## config.mk

```make
export PLATFORM = sky130hd
export DESIGN_NAME = qpp_pipeline
export DESIGN_NICKNAME = d
export VERILOG_FILES = /design/src/qpp_phase_gen.sv /design/src/qpp_pipeline.sv
export SDC_FILE = /design/constraint.sdc
export NUM_CORES = 1
export LEC_CHECK = 0
export ABC_AREA = 1
export BUFFER_PORTS_ARGS = -buffer_cell sky130_fd_sc_hd__buf_2
export CAP_MARGIN = 25
export CORE_ASPECT_RATIO = 1.5
export CORE_MARGIN = 2
export CORE_UTILIZATION = 50
export CTS_BUF_LIST = sky130_fd_sc_hd__clkbuf_4
export DETAILED_ROUTE_END_ITERATION = 8
export PLACE_DENSITY_LB_ADDON = 0.1
export SETUP_SLACK_MARGIN = 0.3
export SYNTH_ARGS = -nofsm -noshare
export SYNTH_HDL_FRONTEND = slang
export SYNTH_HIERARCHICAL = 1
export SYNTH_SLANG_ARGS = --single-unit
```

## constraint.sdc

```tcl
create_clock -name i_ref_clk -period 1.55 [get_ports i_ref_clk]
set_input_delay 0.0775 -clock i_ref_clk [delete_from_list [all_inputs] [get_ports i_ref_clk]]
set_output_delay 0.0775 -clock i_ref_clk [all_outputs]
set_load 0.03 [all_outputs]
```

## src/qpp_phase_gen.sv

```systemverilog
// package of shared constants and types, plus the four-phase clock divider
// ============================================================================
// Notes on behaviour
// - input clock divided by four into four non-overlapping phases forming one cycle
// - program counter increments in phase one; this starts each fetch cycle
// - next program word is fetched and captured at phase four of the fetch cycle
// - captured word sits in the instruction latch for the decoder from phase one
// - latched instruction decodes and executes over phases two, three and four
// - fetch of one instruction overlaps execute of the previous; single-cycle throughput
// - data operand read in phase two, destination written in phase four
// - a taken jump flushes the prefetched word; that instruction takes two cycles
package qpp_pkg;
   // ============================================================================
   // sizes and reset values
   localparam int QPP_ADDR_W = 16;
   localparam int QPP_WORD_W = 16;
   localparam logic [QPP_ADDR_W-1:0] QPP_RESET_VECTOR = 16'h0000;
   localparam int QPP_PHASES_PER_CYCLE = 4;
   localparam int QPP_JUMP_CYCLES = 2;

   // ============================================================================
   // phase counter and one-hot phase group
   typedef enum logic [1:0] {
      QPP_PH_ONE,
      QPP_PH_TWO,
      QPP_PH_THREE,
      QPP_PH_FOUR
   } qpp_phase_e_t;

   typedef struct packed {
      logic phase_one;
      logic phase_two;
      logic phase_three;
      logic phase_four;
   } qpp_phase_t;

   // data memory strobes towards the datapath
   typedef struct packed {
      logic operand_rd;
      logic dest_wr;
      logic exec_en;
   } qpp_dmem_t;
endpackage

`timescale 1ns/1ps

// ============================================================================
// phase divider
module qpp_phase_gen
(
   input wire logic i_ref_clk,
   input wire logic i_srst,
   output qpp_pkg::qpp_phase_t o_phase
);
   import qpp_pkg::*;

   typedef struct packed {
      qpp_phase_e_t cnt;
      qpp_phase_t phase;
   } qpp_gen_state_t;

   qpp_gen_state_t st_r;
   qpp_gen_state_t st_nxt;

   // advance one phase per input clock, wrap after four
   always_comb
   begin
      st_nxt = st_r;
      unique case (st_r.cnt)
         QPP_PH_ONE: st_nxt.cnt = QPP_PH_TWO;
         QPP_PH_TWO: st_nxt.cnt = QPP_PH_THREE;
         QPP_PH_THREE: st_nxt.cnt = QPP_PH_FOUR;
         QPP_PH_FOUR: st_nxt.cnt = QPP_PH_ONE;
      endcase
      // exactly one phase high, so phases never overlap
      st_nxt.phase.phase_one = (st_nxt.cnt == QPP_PH_ONE);
      st_nxt.phase.phase_two = (st_nxt.cnt == QPP_PH_TWO);
      st_nxt.phase.phase_three = (st_nxt.cnt == QPP_PH_THREE);
      st_nxt.phase.phase_four = (st_nxt.cnt == QPP_PH_FOUR);
   end

   // reset lands in phase one so the first cycle is a clean fetch cycle
   always_ff @(posedge i_ref_clk)
   begin
      if (i_srst)
      begin
         st_r.cnt <= QPP_PH_ONE;
         st_r.phase <= '{phase_one: 1'b1, default: 1'b0};
      end
      else
      begin
         st_r <= st_nxt;
      end
   end

   assign o_phase = st_r.phase;
endmodule // qpp_phase_gen

```

## src/qpp_pipeline.sv

```systemverilog
// two-stage fetch/execute sequencer driven by the four-phase instruction cycle
`timescale 1ns/1ps

module qpp_pipeline
#(
   parameter int ADDR_W = qpp_pkg::QPP_ADDR_W,
   parameter int WORD_W = qpp_pkg::QPP_WORD_W
)
(
   input wire logic i_ref_clk,
   input wire logic i_srst,
   input wire logic [WORD_W-1:0] i_prog_word,
   input wire logic i_jump,
   input wire logic [ADDR_W-1:0] i_jump_target,
   output logic [ADDR_W-1:0] o_prog_addr,
   output logic o_prog_rd,
   output logic [ADDR_W-1:0] o_program_counter,
   output logic [WORD_W-1:0] o_instruction_latch,
   output logic o_instr_valid,
   output qpp_pkg::qpp_phase_t o_phase,
   output qpp_pkg::qpp_dmem_t o_dmem
);
   import qpp_pkg::*;

   typedef struct packed {
      logic [ADDR_W-1:0] program_counter;
      logic [ADDR_W-1:0] fetch_addr;
      logic [WORD_W-1:0] instruction_latch;
      logic instr_valid;
      logic prog_rd;
      qpp_dmem_t dmem;
   } qpp_core_state_t;

   qpp_core_state_t st_r;
   qpp_core_state_t st_nxt;
   qpp_phase_t ph;

   // ============================================================================
   // phase source
   qpp_phase_gen u_phase_gen
   (
      .i_ref_clk(i_ref_clk),
      .i_srst(i_srst),
      .o_phase(ph)
   );

   // ============================================================================
   // sequencing
   // every action happens on the edge that closes the named phase
   always_comb
   begin
      st_nxt = st_r;
      // end of phase one: fetch address frozen, counter steps ahead
      if (ph.phase_one)
      begin
         st_nxt.fetch_addr = st_r.program_counter;
         st_nxt.program_counter = st_r.program_counter + 1'b1;
      end
      // end of phase four: fetched word enters the latch for the next cycle
      if (ph.phase_four)
      begin
         st_nxt.instruction_latch = i_prog_word;
         st_nxt.instr_valid = 1'b1;
         // a taken jump redirects the counter and drops the prefetched word
         if (st_r.instr_valid && i_jump)
         begin
            st_nxt.program_counter = i_jump_target;
            st_nxt.instr_valid = 1'b0;
         end
      end
      // strobes are registered one phase ahead so they line up with the phase
      st_nxt.prog_rd = ph.phase_three;
      st_nxt.dmem.operand_rd = ph.phase_one && st_r.instr_valid;
      st_nxt.dmem.dest_wr = ph.phase_three && st_r.instr_valid;
      st_nxt.dmem.exec_en = (ph.phase_one || ph.phase_two || ph.phase_three)
                            && st_r.instr_valid;
   end

   // latch starts empty so the first cycle after reset executes nothing
   always_ff @(posedge i_ref_clk)
   begin
      if (i_srst)
      begin
         st_r.program_counter <= ADDR_W'(QPP_RESET_VECTOR);
         st_r.fetch_addr <= ADDR_W'(QPP_RESET_VECTOR);
         st_r.instruction_latch <= '0;
         st_r.instr_valid <= 1'b0;
         st_r.prog_rd <= 1'b0;
         st_r.dmem <= '0;
      end
      else
      begin
         st_r <= st_nxt;
      end
   end

   // ============================================================================
   // outputs, all straight from flops
   assign o_prog_addr = st_r.fetch_addr;
   assign o_prog_rd = st_r.prog_rd;
   assign o_program_counter = st_r.program_counter;
   assign o_instruction_latch = st_r.instruction_latch;
   assign o_instr_valid = st_r.instr_valid;
   assign o_phase = ph;
   assign o_dmem = st_r.dmem;
endmodule // qpp_pipeline

```

# After elaboration in Yosys (flattened, before gate mapping)
# Cells that the tools add are included.
[classes]
reduce_logical = 8
n_eq_ne = 6
n_mux = 5
addsub = 1
[ops]
columns = ["cell", "count"]
rows = [
  ["two-way mux 16 bit", 2],
  ["two-way mux 32 bit", 1],
  ["adder 16 x 1 -> 16 bit, second input constant", 1],
  ["== test 2 bit, second input constant", 4],
  ["case mux 2 bit (4 select lines)", 1],
  ["== test 2 x 1 -> 1 bit, second input constant", 2],
  ["logical AND 1 bit", 4],
  ["logical NOT 2 bit", 2],
  ["logical OR 1 bit", 2],
  ["two-way mux 1 bit", 1],
]
[word_totals]
input_bits = 35
reg_bits = 59
out_inout_bits = 57
wordCells = 33

# Longest topological paths before layout
[logic_depth]
word_depth = 4
mapped_depth = 9
depth_no_buf = 9

# Modules after synthesis
# The synthesis kept the hierarchy.
[by_module_without_submodules]
columns = ["module", "seq_area_each_um2", "n_inst", "area_per_inst_um2", "cells_per_inst"]
rows = [
  ["qpp_pipeline", 1061.0, 1, 2219.6, 303],
  ["qpp_phase_gen", 120.1, 1, 251.5, 27],
]

# Worst setup path before layout
# No wires, ideal clock.
[synth_path]
kind = "register to register"
start = "register st_r (netlist bit o_program_counter[0])"
end = "register st_r (netlist bit o_program_counter[12])"
setup_slack_ns = 0.024
t_required_ns = 1.441
synth_period_minus_slack_ns = 1.526
setup_ns = 0.109
stages_incl_launch_ff = 9
t_arrival_ns = 1.417
n_path_buf = 0
path_cell_list = "dfxtp_1 ha_1 nand3_2 nor2_4 nand2_1 o21ai_1 nand3_1 nand2_1 inv_1"
[synth_between]
elab_chain_len = 4
[synth_rtl]
columns = ["element", "line", "text"]
rows = [
  ["from (decl)", "qpp_pipeline.sv:34", "qpp_core_state_t st_r;"],
  ["from (signal assigned)", "qpp_pipeline.sv:93", "st_r <= st_nxt;"],
  ["adder 16 x 1 -> 16 bit (*)", "qpp_pipeline.sv:57", "st_nxt.program_counter = st_r.program_counter + 1'b1;"],
  ["two-way mux 32 bit (*)", "qpp_pipeline.sv:54", "if (ph.phase_one)"],
  ["two-way mux 16 bit", "qpp_pipeline.sv:65", "if (st_r.instr_valid && i_jump)"],
  ["two-way mux 16 bit (*)", "qpp_pipeline.sv:60", "if (ph.phase_four)"],
]
# Every way passes the cells marked *; elsewhere a longest branch is shown, timed or not.
# A chain may end at the register's enable or synchronous reset.

# Worst setup path in the final report
[layout_path]
start = "register st_r (netlist bit o_program_counter[0])"
end = "output port o_program_counter[0]"
[layout_lines]
columns = ["element", "line", "text"]
rows = [
  ["to (decl)", "qpp_pipeline.sv:17", "output logic [ADDR_W-1:0] o_program_counter,"],
]
# No word-level cell between the ends.

==> results.ini <==
[yosys]
netlist_instances = 330
synthTopCellsByArea = dfxtp_1, nor2_1, nand2_1
netlist_area_um2 = 2470
syn_area_per_cell_um2 = 7.49
synth_common_cells = nor2_1, dfxtp_1, nand2_1
synth_top_area_cell = dfxtp_1
synth_cell_types = 25
synth_top_area_share_pct = 47.8
ys_ff_latch = 59
synth_warnings = 6
synthArstFlopShare_pct = 0
synth_edf_count = 0
synth.most_common_cell = nor2_1
syn-num-nets = 370
synth-main-ff-cell = dfxtp_1
yosysSeqAreaShare_pct = 47.8

[setup_path]
path_max_fanout = 2
critPathKind = reg2out
critPathArrivalTime_ns = 1.22
start_kind = flip-flop
endpoint_kind = output pin
required_ns = 1.47

[min_path]
min_path_type = in2reg

[timing]
holdWs_ns = 0.0579
rsz0062_at_grt = yes
slew_violations = 0
tightestPinTransition_ns = 0.276
finalSetupViolations = 0
finalClockSkew_ns = 0.0112
relSlewSlack_pct = 81.6
tns_ns = 0
fin_crit_sh_pct = 83.9
fin_crit_ns = 1.30
hold_viol = 0
fmax_mhz = 769

[drt]
ant_nets = 0
wl_per_cell_um = 13.2
first_pass_iters = 4
vias = 2633
drt_iter0_markers = 93
routed_wl_mm = 7.09
vias_per_cell = 4.90
post-route-drc-count = 0

[cells_and_area]
antennaDiodeCount = 0
layout-drive-gt1-share_pct = 34.2
fill_cells = 393
area_growth_pct = 46.2
finalNonFillerCells = 537
final_nets = 506

[place]
io_buffers = 91
dp_cells = 477
dp_hpwl_mm = 4.32
gp_congestion = 0.857

[global_routing]
gr-usage-all-layers_pct = 25.9
grt_overflow_total = 0
grt_max_degree = 19
antenna_found_initial = 0
grt_pass1_vias = 2441
grt_pass1_wl_mm = 10.7

[floorplan]
coreArea_um2 = 4810
start_util_pct = 51.4
rows = 31
die_x_um = 61.4
die_y_um = 90.1
ioPinCount = 92
dieArea_um2 = 5530

[job]
maxCapViolCount = 0

[power]
p_seq_share_pct = 45.8
cellPowerDensity_nw_per_um2 = 1150
clkPwrFrac_pct = 21.6
switching_share_pct = 38.3
leakagePower_nw = 1.83
ir_drop_mv = 0.901
switching_power_mw = 1.60
p_comb_share_pct = 32.6
p_int_mw = 2.57

[clock_network]
clk_pin_slew_ns = 0.10
numCtsBuffers = 9
cts_root_buf = clkbuf_4
clock_sinks = 59
clk_latency_ns = 0.41
clk_path_buf_depth = 2
h-tree-depth = 3
cts_tree = done

[outcome]
status = finished, final reports clean

## worst max-delay path, stage by stage (launching register included)
cell	delay (ns)
dfxtp_4	0.37
buf_4	0.15
buf_4	0.13
buf_2	0.17
## state kept, by name (all words and copies together), names as in the netlist
register / cells
u_phase_gen/o_phase: 4
o_prog_addr: 16
o_prog_rd: 1
o_instruction_latch: 16
o_program_counter: 16
o_instr_valid: 1
o_dmem: 3
u_phase_gen/st_r: 2
## final cells by class
class	count	area (um2)	share of cell area [%]
sequential	59	1210	33.6
tap	66	82.6	2.29
multi-input combinational	217	1120	31.0
clock buffer	10	75.1	2.08
clock inverter	6	32.5	0.901
timing repair buffer	143	951	26.3
inverter	36	136	3.78
## layer usage
metal | track usage, % | vias up | routed length [um]
li1 | - | 1312 | -
met1 | 27.9 | 1222 | 2760
met2 | 44.8 | 86 | 3790
met3 | 8.78 | 13 | 401
met4 | 9.57 | 0 | 144
met5 | 0 | - | 0
## through the flow
step	utilization, %	cell area, um2	setup WS (ns)	total power, mW
final	75.1	3610	0.250	4.17
after global routing	75.1	3610	0.202	4.38
after CTS	72.3	3480	0.277	4.09
after detailed placement	62.4	3000	0.247	3.10
after global placement	62.4	3000	0.295	3.08
after floorplan	-	2510	0.283	2.79
## path summary, 6_finish.rpt
path / startpoint / end / slack, ns / depth (start not counted)
setup / recovery: o_program_counter[0] / o_program_counter[0] / 0.25 / 3
hold / removal: i_srst / u_phase_gen/o_phase[1] / 0.06 / 3
setup reg to reg: o_program_counter[0] / o_program_counter[12] / 0.28 / 8
hold reg to reg: u_phase_gen/o_phase[1] / o_prog_rd / 0.48 / 2
## what timing repair did
item	CTS	global route
buffers inserted	4	8
hold endpoints to repair	31	1
hold buffers	31	1
pin swaps	3	12
resized for setup	9	19
endpoints found under the setup margin	5	12
## power by group through the flow
stage	combinational (mW)	clock, mW	sequential (mW)
floorplan	0.545	0	2.25
global placement	1.15	0	1.93
detailed placement	1.17	0	1.93
CTS	1.28	0.910	1.90
global route	1.46	0.985	1.93
finish	1.36	0.900	1.91
## placed cells by master (no fill, tap or decap), drive strengths merged
cell type and instances:
xnor2 1, dfxtp 59, dlygate4sd3 32, clkinvlp 2
clkinv 5, nand3 17, or2 1, xor2 5
clkbuf 10, nand2 55, o21ai 39, nor2 69
nand4 5, a31oi 1, ha 5, a21oi 17
inv 35, buf 111, a211oi 2
## kinds of logic (layout without fill, tap and decap cells)
| family | Yosys count | after routing | share of synthesized area [%] |
|---|---|---|---|
| AO/OA/AOI/OAI | 59 | 59 | 12.2 |
| XOR/XNOR | 6 | 6 | 2.13 |
| adder cells (fa/ha/maj) | 5 | 5 | 2.53 |
| buffers and inverters | 54 | 195 | 9.72 |
| flip-flops | 59 | 59 | 47.8 |
| AND/OR/NAND/NOR | 147 | 147 | 25.6 |
Power figures use the tool's default switching activity.
